`src/hdl/sdsf_pkg.sv`:
```
/*
 * Package for the servo drive status and fault readback block: register
 * offsets, field layouts, reset values, fault encodings and switching-rate
 * thresholds.
 * Assumes a 32-bit AXI4-Lite register bus and a single 100 MHz clock.
 */
package sdsf_pkg;
	// register byte offsets
	localparam logic [7:0] REG_INPUTS = 8'h00;
	localparam logic [7:0] REG_DRIVE = 8'h04;
	localparam logic [7:0] REG_CONTROL = 8'h08;
	localparam logic [7:0] REG_EXT_FAULT = 8'h0C;
	localparam logic [7:0] REG_FAULT_NUM = 8'h10;
	localparam logic [7:0] REG_POSITION = 8'h14;
	localparam logic [7:0] REG_MULTITURN = 8'h18;
	localparam logic [7:0] REG_POS_CMD = 8'h1C;
	localparam logic [7:0] REG_ABS_TURNS = 8'h20;
	localparam logic [7:0] REG_ABS_PERIODS = 8'h24;
	localparam logic [7:0] REG_IDENT = 8'h28;
	localparam logic [7:0] REG_GEAR = 8'h2C;

	// control register fields
	localparam int CTL_SW_ENABLE = 0;
	localparam int CTL_POS_SRC = 1;
	localparam int CTL_FAULT_CLR = 2;
	localparam int CTL_MODE_LSB = 4;
	localparam logic [31:0] CTL_RESET = 32'h0000_0033;

	// inputs register fields
	localparam int IN_ENABLE = 0;
	localparam int IN_GEN2 = 1;
	localparam int IN_GEN3 = 2;
	localparam int IN_DIR = 3;
	localparam int IN_FAST = 4;
	localparam int IN_EMU_A = 5;
	localparam int IN_EMU_B = 6;
	localparam int IN_HALL_LSB = 8;
	localparam int IN_DIP_LSB = 12;

	// drive status fields
	localparam int DRV_NO_FAULT = 0;
	localparam int DRV_ENABLED = 1;
	localparam int DRV_FOLDBACK = 2;
	localparam int DRV_HALF_RATE = 3;
	localparam int DRV_FB_FAULT_LSB = 4;

	localparam logic [2:0] MODE_POSITION = 3'h3;
	localparam logic [2:0] FB_SENSOR_ERR = 3'h1;
	localparam logic [2:0] FB_MULTITURN_ERR = 3'h3;
	localparam logic [15:0] GEAR_RESET = 16'h0100;

	// identity values are arbitrary
	localparam logic [3:0] LOGIC_REVISION = 4'h1;
	localparam logic [4:0] BASE_UNIT_ID = 5'h05;

	// fractions of peak current in 1/1024 and commutation rate in mHz
	localparam logic [9:0] CUR_HIGH = 10'h21F;
	localparam logic [9:0] CUR_LOW = 10'h148;
	localparam logic [15:0] FREQ_LOW_MHZ = 16'h0B54;
	localparam logic [15:0] FREQ_HIGH_MHZ = 16'h12A2;

	typedef enum logic [1:0] {
		SDSF_IDLE = 2'b00,
		SDSF_RESP = 2'b01
	} sdsf_bus_t;

	typedef struct packed {
		logic [31:0] pos_cmd;
		logic [31:0] control;
		logic [15:0] gear;
		logic [15:0] ext_fault;
		logic [4:0] fault_num;
		logic no_fault;
		logic enabled;
		logic half_rate;
		logic fast_prev;
		logic fault_out;
		logic run_out;
		sdsf_bus_t wstate;
		sdsf_bus_t rstate;
		logic aw_got;
		logic w_got;
		logic [7:0] awaddr;
		logic [31:0] wdata;
		logic [3:0] wstrb;
		logic [31:0] rdata;
		logic [1:0] rresp;
		logic [1:0] bresp;
		logic awready;
		logic wready;
		logic arready;
	} sdsf_state_t;
endpackage

```
`src/hdl/sdsf_top.sv`:
```
/*
 * Status and fault readback bank of a compact servo drive, with step and
 * direction position counting and the power enable gate.
 * Assumes all inputs synchronous to ref_clk and an AXI4-Lite master that
 * keeps one read and one write outstanding at most.
 */
// Added by the designer: register access over AXI4-Lite and the register offsets.
`timescale 1ns/1ps
module sdsf_top (
	// clock and reset
	input wire logic ref_clk,
	input wire logic rst_b,
	// axi4-lite write address and data
	input wire logic s_axi_awvalid,
	output logic s_axi_awready,
	input wire logic [7:0] s_axi_awaddr,
	input wire logic s_axi_wvalid,
	output logic s_axi_wready,
	input wire logic [31:0] s_axi_wdata,
	input wire logic [3:0] s_axi_wstrb,
	// axi4-lite write response
	output logic s_axi_bvalid,
	input wire logic s_axi_bready,
	output logic [1:0] s_axi_bresp,
	// axi4-lite read
	input wire logic s_axi_arvalid,
	output logic s_axi_arready,
	input wire logic [7:0] s_axi_araddr,
	output logic s_axi_rvalid,
	input wire logic s_axi_rready,
	output logic [31:0] s_axi_rdata,
	output logic [1:0] s_axi_rresp,
	// isolated inputs, high means current flows in the diode
	input wire logic enable_conducting,
	input wire logic general_two_conducting,
	input wire logic general_three_conducting,
	input wire logic direction_conducting,
	input wire logic fast_step_conducting,
	// emulated encoder comparators, high when plus line is higher
	input wire logic emu_a_plus_higher,
	input wire logic emu_b_plus_higher,
	// quadrature inputs are decoded elsewhere; these are counted steps
	input wire logic quad_count_pulse,
	input wire logic quad_count_up,
	// hall, switch and feedback samples
	input wire logic hall_u,
	input wire logic hall_v,
	input wire logic hall_w,
	input wire logic [3:0] dip_switch_raw,
	input wire logic [23:0] single_turn_position,
	input wire logic [11:0] multiturn_position,
	input wire logic [2:0] feedback_device_fault_code,
	input wire logic abs_encoder_present,
	input wire logic [15:0] abs_encoder_turn_capacity,
	input wire logic [31:0] abs_encoder_periods_per_rev,
	// fault sources, current and rate measures
	input wire logic [15:0] extended_fault_sources,
	input wire logic [4:0] primary_fault_source,
	input wire logic foldback_active,
	input wire logic [9:0] current_fraction,
	input wire logic [15:0] commutation_mhz,
	// outputs
	output logic fault_pin_conducting,
	output logic run_pin_conducting,
	output logic power_stage_on,
	output logic half_switching_rate_flag
);
	sdsf_pkg::sdsf_state_t r;
	sdsf_pkg::sdsf_state_t next_r;

	logic [31:0] inputs_word;
	logic [31:0] drive_word;
	logic [31:0] read_word;
	logic [31:0] wmask;
	logic step_edge;
	logic fb_fault;

	// input status word: opto levels inverted so conducting reads 0
	always_comb begin
		inputs_word = '0;
		inputs_word[sdsf_pkg::IN_ENABLE] = ~enable_conducting;
		inputs_word[sdsf_pkg::IN_GEN2] = ~general_two_conducting;
		inputs_word[sdsf_pkg::IN_GEN3] = ~general_three_conducting;
		inputs_word[sdsf_pkg::IN_DIR] = ~direction_conducting;
		inputs_word[sdsf_pkg::IN_FAST] = ~fast_step_conducting;
		inputs_word[sdsf_pkg::IN_EMU_A] = emu_a_plus_higher;
		inputs_word[sdsf_pkg::IN_EMU_B] = emu_b_plus_higher;
		inputs_word[sdsf_pkg::IN_HALL_LSB +: 3] = {hall_w, hall_v, hall_u};
		inputs_word[sdsf_pkg::IN_DIP_LSB +: 4] = dip_switch_raw;
	end

	// only codes 001 and 011 are real feedback device faults
	assign fb_fault = (feedback_device_fault_code == sdsf_pkg::FB_SENSOR_ERR) ||
		(feedback_device_fault_code == sdsf_pkg::FB_MULTITURN_ERR);

	always_comb begin
		drive_word = '0;
		drive_word[sdsf_pkg::DRV_NO_FAULT] = r.no_fault;
		drive_word[sdsf_pkg::DRV_ENABLED] = r.enabled;
		drive_word[sdsf_pkg::DRV_FOLDBACK] = foldback_active;
		drive_word[sdsf_pkg::DRV_HALF_RATE] = r.half_rate;
		drive_word[sdsf_pkg::DRV_FB_FAULT_LSB +: 3] =
			fb_fault ? feedback_device_fault_code : 3'h0;
	end

	// step counted when the diode stops conducting
	assign step_edge = r.fast_prev & ~fast_step_conducting;

	// read decode
	always_comb begin
		if (s_axi_araddr == sdsf_pkg::REG_INPUTS) begin
			read_word = inputs_word;
		end else if (s_axi_araddr == sdsf_pkg::REG_DRIVE) begin
			read_word = drive_word;
		end else if (s_axi_araddr == sdsf_pkg::REG_CONTROL) begin
			read_word = r.control;
		end else if (s_axi_araddr == sdsf_pkg::REG_EXT_FAULT) begin
			read_word = {16'h0000, r.ext_fault};
		end else if (s_axi_araddr == sdsf_pkg::REG_FAULT_NUM) begin
			read_word = {27'h0, r.fault_num};
		end else if (s_axi_araddr == sdsf_pkg::REG_POSITION) begin
			read_word = {8'h00, single_turn_position};
		end else if (s_axi_araddr == sdsf_pkg::REG_MULTITURN) begin
			read_word = {{20{multiturn_position[11]}}, multiturn_position};
		end else if (s_axi_araddr == sdsf_pkg::REG_POS_CMD) begin
			read_word = r.pos_cmd;
		end else if (s_axi_araddr == sdsf_pkg::REG_ABS_TURNS) begin
			read_word = abs_encoder_present ? {16'h0000, abs_encoder_turn_capacity} : '0;
		end else if (s_axi_araddr == sdsf_pkg::REG_ABS_PERIODS) begin
			read_word = abs_encoder_present ? abs_encoder_periods_per_rev : '0;
		end else if (s_axi_araddr == sdsf_pkg::REG_IDENT) begin
			read_word = {23'h0, sdsf_pkg::BASE_UNIT_ID, sdsf_pkg::LOGIC_REVISION};
		end else if (s_axi_araddr == sdsf_pkg::REG_GEAR) begin
			read_word = {16'h0000, r.gear};
		end else begin
			read_word = '0;
		end
	end

	genvar gi;
	generate
		for (gi = 0; gi < 4; gi++) begin : g_strb
			assign wmask[gi*8 +: 8] = {8{r.wstrb[gi]}};
		end
	endgenerate

	always_comb begin
		next_r = r;
		// write channel: take address and data in either order
		next_r.awready = 1'b0;
		next_r.wready = 1'b0;
		next_r.control[sdsf_pkg::CTL_FAULT_CLR] = 1'b0;
		if (r.wstate == sdsf_pkg::SDSF_IDLE) begin
			if (s_axi_awvalid && !r.aw_got && !r.awready) begin
				next_r.awready = 1'b1;
				next_r.awaddr = s_axi_awaddr;
			end
			if (r.awready) begin
				next_r.aw_got = 1'b1;
			end
			if (s_axi_wvalid && !r.w_got && !r.wready) begin
				next_r.wready = 1'b1;
				next_r.wdata = s_axi_wdata;
				next_r.wstrb = s_axi_wstrb;
			end
			if (r.wready) begin
				next_r.w_got = 1'b1;
			end
			if (r.aw_got && r.w_got) begin
				next_r.wstate = sdsf_pkg::SDSF_RESP;
				next_r.bresp = 2'b00;
				if (r.awaddr == sdsf_pkg::REG_CONTROL) begin
					// sw enable, source, clear and mode are writable
					next_r.control = (r.control & ~wmask) | (r.wdata & wmask);
				end else if (r.awaddr == sdsf_pkg::REG_GEAR) begin
					next_r.gear = (r.gear & ~wmask[15:0]) | (r.wdata[15:0] & wmask[15:0]);
				end else if (r.awaddr == sdsf_pkg::REG_POS_CMD) begin
					next_r.pos_cmd = (r.pos_cmd & ~wmask) | (r.wdata & wmask);
				end else if (r.awaddr > sdsf_pkg::REG_GEAR) begin
					next_r.bresp = 2'b10;
				end
			end
		end else if (s_axi_bready) begin
			next_r.wstate = sdsf_pkg::SDSF_IDLE;
			next_r.aw_got = 1'b0;
			next_r.w_got = 1'b0;
		end

		// read channel
		next_r.arready = 1'b0;
		if (r.rstate == sdsf_pkg::SDSF_IDLE) begin
			if (s_axi_arvalid) begin
				next_r.arready = 1'b1;
				next_r.rdata = read_word;
				next_r.rresp = (s_axi_araddr > sdsf_pkg::REG_GEAR) ? 2'b10 : 2'b00;
				next_r.rstate = sdsf_pkg::SDSF_RESP;
			end
		end else if (s_axi_rready) begin
			next_r.rstate = sdsf_pkg::SDSF_IDLE;
		end

		// extended fault log: fresh faults replace, zero keeps last
		if (extended_fault_sources != 16'h0000) begin
			next_r.ext_fault = extended_fault_sources;
		end

		// primary fault latched; a clear lets the present cause through
		if (r.control[sdsf_pkg::CTL_FAULT_CLR]) begin
			next_r.fault_num = primary_fault_source;
		end else if (r.fault_num == 5'h00) begin
			next_r.fault_num = primary_fault_source;
		end
		next_r.no_fault = (next_r.fault_num == 5'h00);

		// power only with hardware and software enable and no fault
		next_r.enabled = enable_conducting & r.control[sdsf_pkg::CTL_SW_ENABLE]
			& r.no_fault;
		next_r.run_out = next_r.enabled;
		next_r.fault_out = next_r.no_fault;

		// rate hysteresis keeps the switching rate from chattering
		if (!r.half_rate) begin
			if (current_fraction > sdsf_pkg::CUR_HIGH &&
				commutation_mhz < sdsf_pkg::FREQ_LOW_MHZ) begin
				next_r.half_rate = 1'b1;
			end
		end else if (current_fraction < sdsf_pkg::CUR_LOW ||
			commutation_mhz > sdsf_pkg::FREQ_HIGH_MHZ) begin
			next_r.half_rate = 1'b0;
		end

		// position command accumulation
		next_r.fast_prev = fast_step_conducting;
		if (r.control[sdsf_pkg::CTL_MODE_LSB +: 3] == sdsf_pkg::MODE_POSITION &&
			r.gear != 16'h0000) begin
			if (r.control[sdsf_pkg::CTL_POS_SRC]) begin
				if (step_edge) begin
					// inactive direction with positive gear counts up
					if (direction_conducting ^ r.gear[15]) begin
						next_r.pos_cmd = r.pos_cmd - 32'h0000_0001;
					end else begin
						next_r.pos_cmd = r.pos_cmd + 32'h0000_0001;
					end
				end
			end else if (quad_count_pulse) begin
				if (quad_count_up ^ r.gear[15]) begin
					next_r.pos_cmd = r.pos_cmd + 32'h0000_0001;
				end else begin
					next_r.pos_cmd = r.pos_cmd - 32'h0000_0001;
				end
			end
		end
	end

	always_ff @(posedge ref_clk or negedge rst_b) begin
		if (!rst_b) begin
			r <= '0;
			r.control <= sdsf_pkg::CTL_RESET;
			r.gear <= sdsf_pkg::GEAR_RESET;
			r.no_fault <= 1'b1;
			r.fault_out <= 1'b1;
		end else begin
			r <= next_r;
		end
	end

	assign s_axi_awready = r.awready;
	assign s_axi_wready = r.wready;
	// state bit 0 is set only in the response state, so valid comes straight from a flop
	assign s_axi_bvalid = r.wstate[0];
	assign s_axi_bresp = r.bresp;
	assign s_axi_arready = r.arready;
	assign s_axi_rvalid = r.rstate[0];
	assign s_axi_rdata = r.rdata;
	assign s_axi_rresp = r.rresp;
	assign fault_pin_conducting = r.fault_out;
	assign run_pin_conducting = r.run_out;
	assign power_stage_on = r.enabled;
	assign half_switching_rate_flag = r.half_rate;
endmodule

```
`config.mk`:
```
export PLATFORM = sky130hd
export DESIGN_NAME = sdsf_top
export DESIGN_NICKNAME = d
export VERILOG_FILES = /design/src/hdl/sdsf_pkg.sv /design/src/hdl/sdsf_top.sv
export SDC_FILE = /design/constraint.sdc
export NUM_CORES = 1
export LEC_CHECK = 0
export BUFFER_PORTS_ARGS = -buffer_cell sky130_fd_sc_hd__buf_4
export CAP_MARGIN = 15
export CORE_MARGIN = 2
export CORE_UTILIZATION = 35
export DETAILED_ROUTE_END_ITERATION = 8
export PLACE_DENSITY = 0.65
export RECOVER_POWER = 50
export REMOVE_ABC_BUFFERS = 1
export SKIP_CTS_REPAIR_TIMING = 1
export SLEW_MARGIN = 25
export SYNTH_ARGS = -nofsm -noshare
export SYNTH_HDL_FRONTEND = slang
export SYNTH_SLANG_ARGS = --single-unit
export TNS_END_PERCENT = 30
```
`constraint.sdc`:
```
create_clock -name ref_clk -period 6.65 [get_ports ref_clk]
set_clock_uncertainty 0.1 [all_clocks]
set_input_delay 0.3325 -clock ref_clk [delete_from_list [all_inputs] [get_ports ref_clk]]
set_output_delay 0.3325 -clock ref_clk [all_outputs]
set_load 0.01 [all_outputs]
```
==> impl_metrics.tcl, run 1 <==
set metrics [dict create \
    routed_wl_mm 42.7 \
    antenna_found_initial 2 \
    critPathKind "input pin to async pin" \
    rows 67 \
    ys_seq_elements 190 \
    ant_nets 0 \
    busiest_layer "met2" \
    yosys.area.top_type_share_pct 38.6 \
    cp_top_family "buffers and inverters" \
    crit_chain "dlygate4sd3_1 > clkbuf_1 > buf_16 > buf_4" \
    crit_path_top_delay_cell "clkbuf_1" \
    final.setup.tns_ps 0 \
    final_hold_viol_count 0 \
    hold_class "input pin to flop" \
    grt_overflow 0 \
    grtUsageMet1_pct 31.5 \
    placed_area_um2 13800 \
    io-pin-count 256 \
    slew_violations 124 \
    nNetsFinal 1685 \
    cpPeakStageDelay_ps 1850 \
    finish.utilization_pct 43.2 \
    postLayoutCellArea_um2 14500 \
    start_util_pct 35.5 \
    clkSinkCount 190 \
    synth_edf_count 0 \
    htreeDepth 4 \
    insertion_delay_ps 450 \
    crit_required_ps 7020 \
    leakage_nw 6.21 \
    grt.total_usage_pct 23.5 \
    synth_cell_types 88 \
    grt_max_degree 129 \
    die-area_um2 35500 \
    setup_viol 0 \
    drcViolationCount 0 \
    syn-instance-count 1290 \
    drtIter0Drc 943 \
    drv_cap 3 \
    die_h_um 189 \
    worstRegToRegCells 6 \
    netlist_area_um2 11900 \
    seq_area_frac_synth_pct 40.0 \
    path_buf_inv 4 \
    area_growth_pct 21.4 \
    slew_headroom_pct -74.5 \
    path_clk_slew_ps 80 \
    crit_cells 4 \
    worstHoldPathCells 2 \
    tightest_slew_ps 2620 \
    met3_usage_pct 5.14 \
    place_congestion 0.919 \
    cts_made_buffers 17 \
    peakVddDrop_uv 222 \
    cts_tree "built" \
    min_period_ps 3540 \
    layout_common_cells "221 x buf_4, 184 x dfrtp_1, 122 x nand2_1, 90 x mux2_2" \
    die_w_um 189 \
    synth-main-ff-cell "dfrtp_1" \
    cp_max_fo 82 \
    ys_async_sr_fraction_pct 100 \
    grt_pass1_wl_mm 65.1 \
    violations "capacitance limit, slew limit" \
    portBuffers 250 \
    core_area_um2 33500 \
    ctsLongestPathBuffers 2 \
    grt_pass1_vias 11100 \
    status "complete, but fails checks" \
    wire_per_inst_um 22.1 \
    drive_gt1_share_pct 25.5 \
    antenna_cells 0 \
    hpwlAfterDp_mm 31.3 \
    vias_per_cell 5.90 \
    synth_area_leaders "dfrtp_1 39%, mux2_2 8.5%, nand2_1 3.8%" \
    synth.avg_cell_area_um2 9.24 \
    final_common_cell "buf_4" \
    root_buffer "clkbuf_16" \
    synth_top_area_cell "dfrtp_1" \
    vias 11400 \
    fin_crit_sh_pct 53.3 \
    max_freq_mhz 282 \
    first_pass_iters 7 \
    fillCellCount 3324 \
    yosys_warnings 0 \
    grt_setup_unrepaired "no" \
    pwr_density_cell_nw_per_um2 243 \
    arrival_ps 3920 \
    setup.worst_path.end_class "async pin" \
    grtUsageMet2_pct 37.9 \
    startpoint_type "input pin" \
]
[cell type report]
cell class                 instances  area, µm²  share of cell area [%]
tap                              448        561                    3.87
sequential                       190       4760                    32.9
inverter                          22       82.6                   0.571
timing repair buffer             294       2120                    14.6
clock buffer                      18        429                    2.97
multi-input combinational        947       6390                    44.2
clock inverter                    14        128                   0.882
[kinds of logic after synthesis]
kind of cell	count (synthesis)	share of synthesized area, %
other	1	0.0315
AND/OR/NAND/NOR	407	18.0
adder cells (fa/ha/maj)	2	0.210
flip-flops	190	40.0
buffers and inverters	154	6.51
XOR/XNOR	38	2.79
AO/OA/AOI/OAI	376	21.2
multiplexers	122	11.3
[layer usage]
| metal | wire length (µm) | vias to the layer above |
|---|---|---|
| met1 | 18200 | 5590 |
| met4 | 1020 | 2 |
| met3 | 3560 | 67 |
| met5 | 16 | - |
| met2 | 19900 | 563 |
| li1 | - | 5176 |
[where the power goes]
part           switching [W]  leakage [nW]  internal [W]
registers           0.000322          2.35       0.00141
clock network       0.000502         0.271      0.000493
logic               0.000377          3.59      0.000413
[Yosys cell counts (5+ instances only)]
cell and n:
a222oi_1 8, nand2b_1 7, and2_1 7, and3_1 21, buf_4 38, xor2_1 16
o22ai_1 26, a22oi_1 17, inv_1 22, a211o_1 5, nor4_1 18, nor2_1 76
a221oi_1 23, or4_1 5, clkbuf_1 65, xnor2_1 22, a21o_1 21, or3_1 11
mux2_2 90, o21ai_1 16, and4_1 9, dfrtp_1 184, nand2_1 122, a221o_1 15
a211oi_1 6, buf_2 22, mux2i_1 31, dfstp_2 6, a32oi_1 7, a21oi_1 78
o21ai_0 78, o311ai_0 5, nor3_1 28, nor2b_1 6, o31ai_1 7, a22o_1 5
nand4_1 20, a31oi_1 13, o221ai_1 14, nand3_1 42
[metrics by stage]
step	cells	setup WS (ps)	hold slack (ps)	power [W]
2_1_floorplan	1159	3910	-63.1	0.00211
3_3_place_gp	1875	3520	361	0.00251
3_5_place_dp	1875	3480	365	0.00253
4_1_cts	1907	3520	-64.5	0.00353
5_1_grt	1933	2500	0.184	0.00369
6_report	1933	3110	7.41	0.00351
[path summary, 6_finish.rpt]
check,slack (ps),to,from
max,3110,r[48],rst_b
min,7,r[47],s_axi_wdata[4]
max reg2reg,3460,r[184],flop
min reg2reg,380,r[103],r[103]
max in group ref_clk,3240,r[184],fast_step_conducting
min in group asynchronous,1150,r[63],rst_b
(Power assumes the default switching activity.)
==> inputs of run 2 (changes only) <==
Settings changed: ABC_AREA from default to 1.
Clock period 6.65 ns to 3.5 ns, I/O delays scaled along.
==> run 2 against run 1 <==
Against the previous run:
- the flow finishes with violations (hold timing, capacitance limit, slew limit)
- first-iteration DRC count increased by 12%
- synthesized area increased by 11%
- power increased by 120%
- critical path depth increased by 3
- register-to-register slack got worse by 3000 ps
- core utilization increased by 1.1 points
- combinational power increased to 3.5 times the previous value
- setup slack got worse by 2600 ps
- cell count increased by 46%
- flip-flop and latch count unchanged
- hold slack got worse by 63 ps
- clock power increased by 99%
- critical endpoint is now s_axi_rdata[2]
- highest routed layer is now met4
==> impl_metrics.tcl, run 2 <==
set metrics [dict create \
    hpwlAfterDp_mm 38.2 \
    synth-main-ff-cell "dfrtp_1" \
    synth_area_leaders "dfrtp_1 35%, nand2_1 22%, nand3_1 6.0%" \
    arrival_ps 3270 \
    critPathCapture "s_axi_rdata[2]" \
    die-area_um2 39400 \
    drtIter0Drc 1058 \
    insertion_delay_ps 450 \
    antenna_cells 0 \
    whs_ps -55.4 \
    ys_async_sr_fraction_pct 100 \
    final_common_cell "nand2_1" \
    max_freq_mhz 330 \
    p_seq_share_pct 40.1 \
    rrSetupSlack_ps 470 \
    die_h_um 199 \
    routed_wl_mm 51.1 \
    final.setup.tns_ps 0 \
    hold_class "input pin to flop" \
    fin_crit_sh_pct 86.6 \
    cp_max_fo 41 \
    slew_violations 114 \
    grt_max_degree 81 \
    yosys_warnings 0 \
    fin_ws_ps 469 \
    portBuffers 250 \
    ctsLongestPathBuffers 2 \
    startpoint_type "flop" \
    violations "hold timing, capacitance limit, slew limit" \
    min_period_ps 3030 \
    pwr_density_cell_nw_per_um2 475 \
    grt_setup_unrepaired "no" \
    slew_headroom_pct -42.5 \
    cts_tree "built" \
    synth_most_common_cell "nand2_1" \
    crit_start "s_axi_rvalid" \
    regArea_um2 4760 \
    vias_per_cell 5.13 \
    synth_edf_count 0 \
    finish.utilization_pct 44.3 \
    layout_common_cells "785 x nand2_1, 229 x buf_4, 188 x inv_1, 184 x dfrtp_1, 161 x nor2_1" \
    p_clk_share_pct 25.0 \
    place_inst 2712 \
    setup_viol 0 \
    drcViolationCount 0 \
    final_hold_viol_count 6 \
    yosys-top-cells-count "785 x nand2_1, 188 x inv_1, 184 x dfrtp_1, 163 x nor2_1, 159 x nand3_1" \
    p_sw_w 0.00325 \
    vias 14500 \
    r2r-start "s_axi_rvalid" \
    multi_input_area_um2 7110 \
    path_clk_slew_ps 80 \
    grt_overflow 0 \
    p_sw_share_pct 41.2 \
    syn-instance-count 2044 \
    htreeDepth 4 \
    wire_per_inst_um 18.1 \
    rows 71 \
    nNetsFinal 2516 \
    drive_gt1_share_pct 14.6 \
    yosys.area.top_type_share_pct 34.8 \
    drv_cap 2 \
    leakage_nw 8.44 \
    start_util_pct 35.3 \
    core_area_um2 37500 \
    cts_made_buffers 17 \
    critPathKind "flop to flop" \
    synth.avg_cell_area_um2 6.48 \
    place_ws_ps 945 \
    place_congestion 0.954 \
    synth_top_area_cell "dfrtp_1" \
    antenna_found_initial 0 \
    status "complete, but fails checks" \
    rr_endpoint "s_axi_rdata[2]" \
    netlist_area_um2 13200 \
    root_buffer "clkbuf_16" \
    area_growth_pct 25.3 \
    tightest_slew_ps 2140 \
    ant_nets 0 \
    pwr-share-comb_pct 34.9 \
    grt_pass1_vias 13900 \
    fillCellCount 3980 \
    seq_area_frac_synth_pct 36.0 \
    final_cells 2827 \
    first_pass_iters 8 \
    grt.total_usage_pct 25.5 \
    worstRegToRegCells 7 \
    io-pin-count 256 \
    synth_cell_types 51 \
    grt_pass1_wl_mm 77.4 \
    p_int_w 0.00464 \
    peakVddDrop_uv 296 \
    setup.worst_path.end_class "flop" \
    ys_seq_elements 190 \
    crit_required_ps 3740 \
    clkSinkCount 190 \
    die_w_um 199 \
]
[run 2: area by class of cell]
class / count / area share, %
Clock inverter: 14 / 0.852
Multi-Input combinational cell: 1538 / 42.9
Tap cell: 511 / 3.85
Sequential cell: 190 / 28.7
Clock buffer: 18 / 2.65
Timing Repair Buffer: 361 / 16.7
Inverter: 195 / 4.42
[run 2: critical path, stage by stage (launching register included)]
cell and delay, ps:
dfrtp_1 340, inv_1 50, nand2_1 70, clkbuf_1 1520
a21oi_1 70, nand2_1 140, dlygate4sd3_1 550, nand2_1 50
[run 2: cells by family after synthesis]
group | Yosys count | share of synthesized area, %
DFF | 190 | 36.0
adders and majority gates | 2 | 0.189
muxes | 12 | 1.02
buffers and inverters | 317 | 10.5
xor gates and xnor gates | 35 | 2.37
AOI/OAI and AO/OA | 274 | 11.6
and+or+nand+nor | 1213 | 38.4
other | 1 | 0.0283
[run 2: worst min-delay path by stage]
stage	from	end	slack [ps]	cells after the start
2_1_floorplan	rst_b	async pin	-220	0
3_3_place_gp	rst_b	r[71]	130	1
3_5_place_dp	rst_b	r[73]	130	1
4_1_cts	rst_b	r[73]	-360	1
5_1_grt	hall_w	s_axi_rdata[10]	0.04	5
6_report	feedback_device_fault_code[1]	s_axi_rdata[5]	-60	5
[run 2: layer usage]
layer / share of wire [%] / vias to the layer above / GRT usage [%]
li1: - / 7004 / -
met1: 43 / 6882 / 32.9
met2: 49 / 531 / 44.0
met3: 6.1 / 74 / 4.20
met4: 2.3 / 0 / 7.35
met5: 0 / - / 0
[run 2: power groups by stage]
stage                     Sequential [W]  Clock, W  Combinational, W
after floorplan                  0.00304         0           0.00173
after detailed placement         0.00318         0           0.00269
final                            0.00316   0.00198           0.00275
after CTS                        0.00315   0.00200           0.00271
after global placement           0.00317         0           0.00264
after global routing             0.00321   0.00209           0.00314
[run 2: through the flow]
stage | instance area (µm²) | total power (W)
global route | 16600 | 0.00844
floorplan | 12600 | 0.00477
finish | 16600 | 0.00789
CTS | 15900 | 0.00785
global placement | 15400 | 0.00582
detailed placement | 15400 | 0.00587
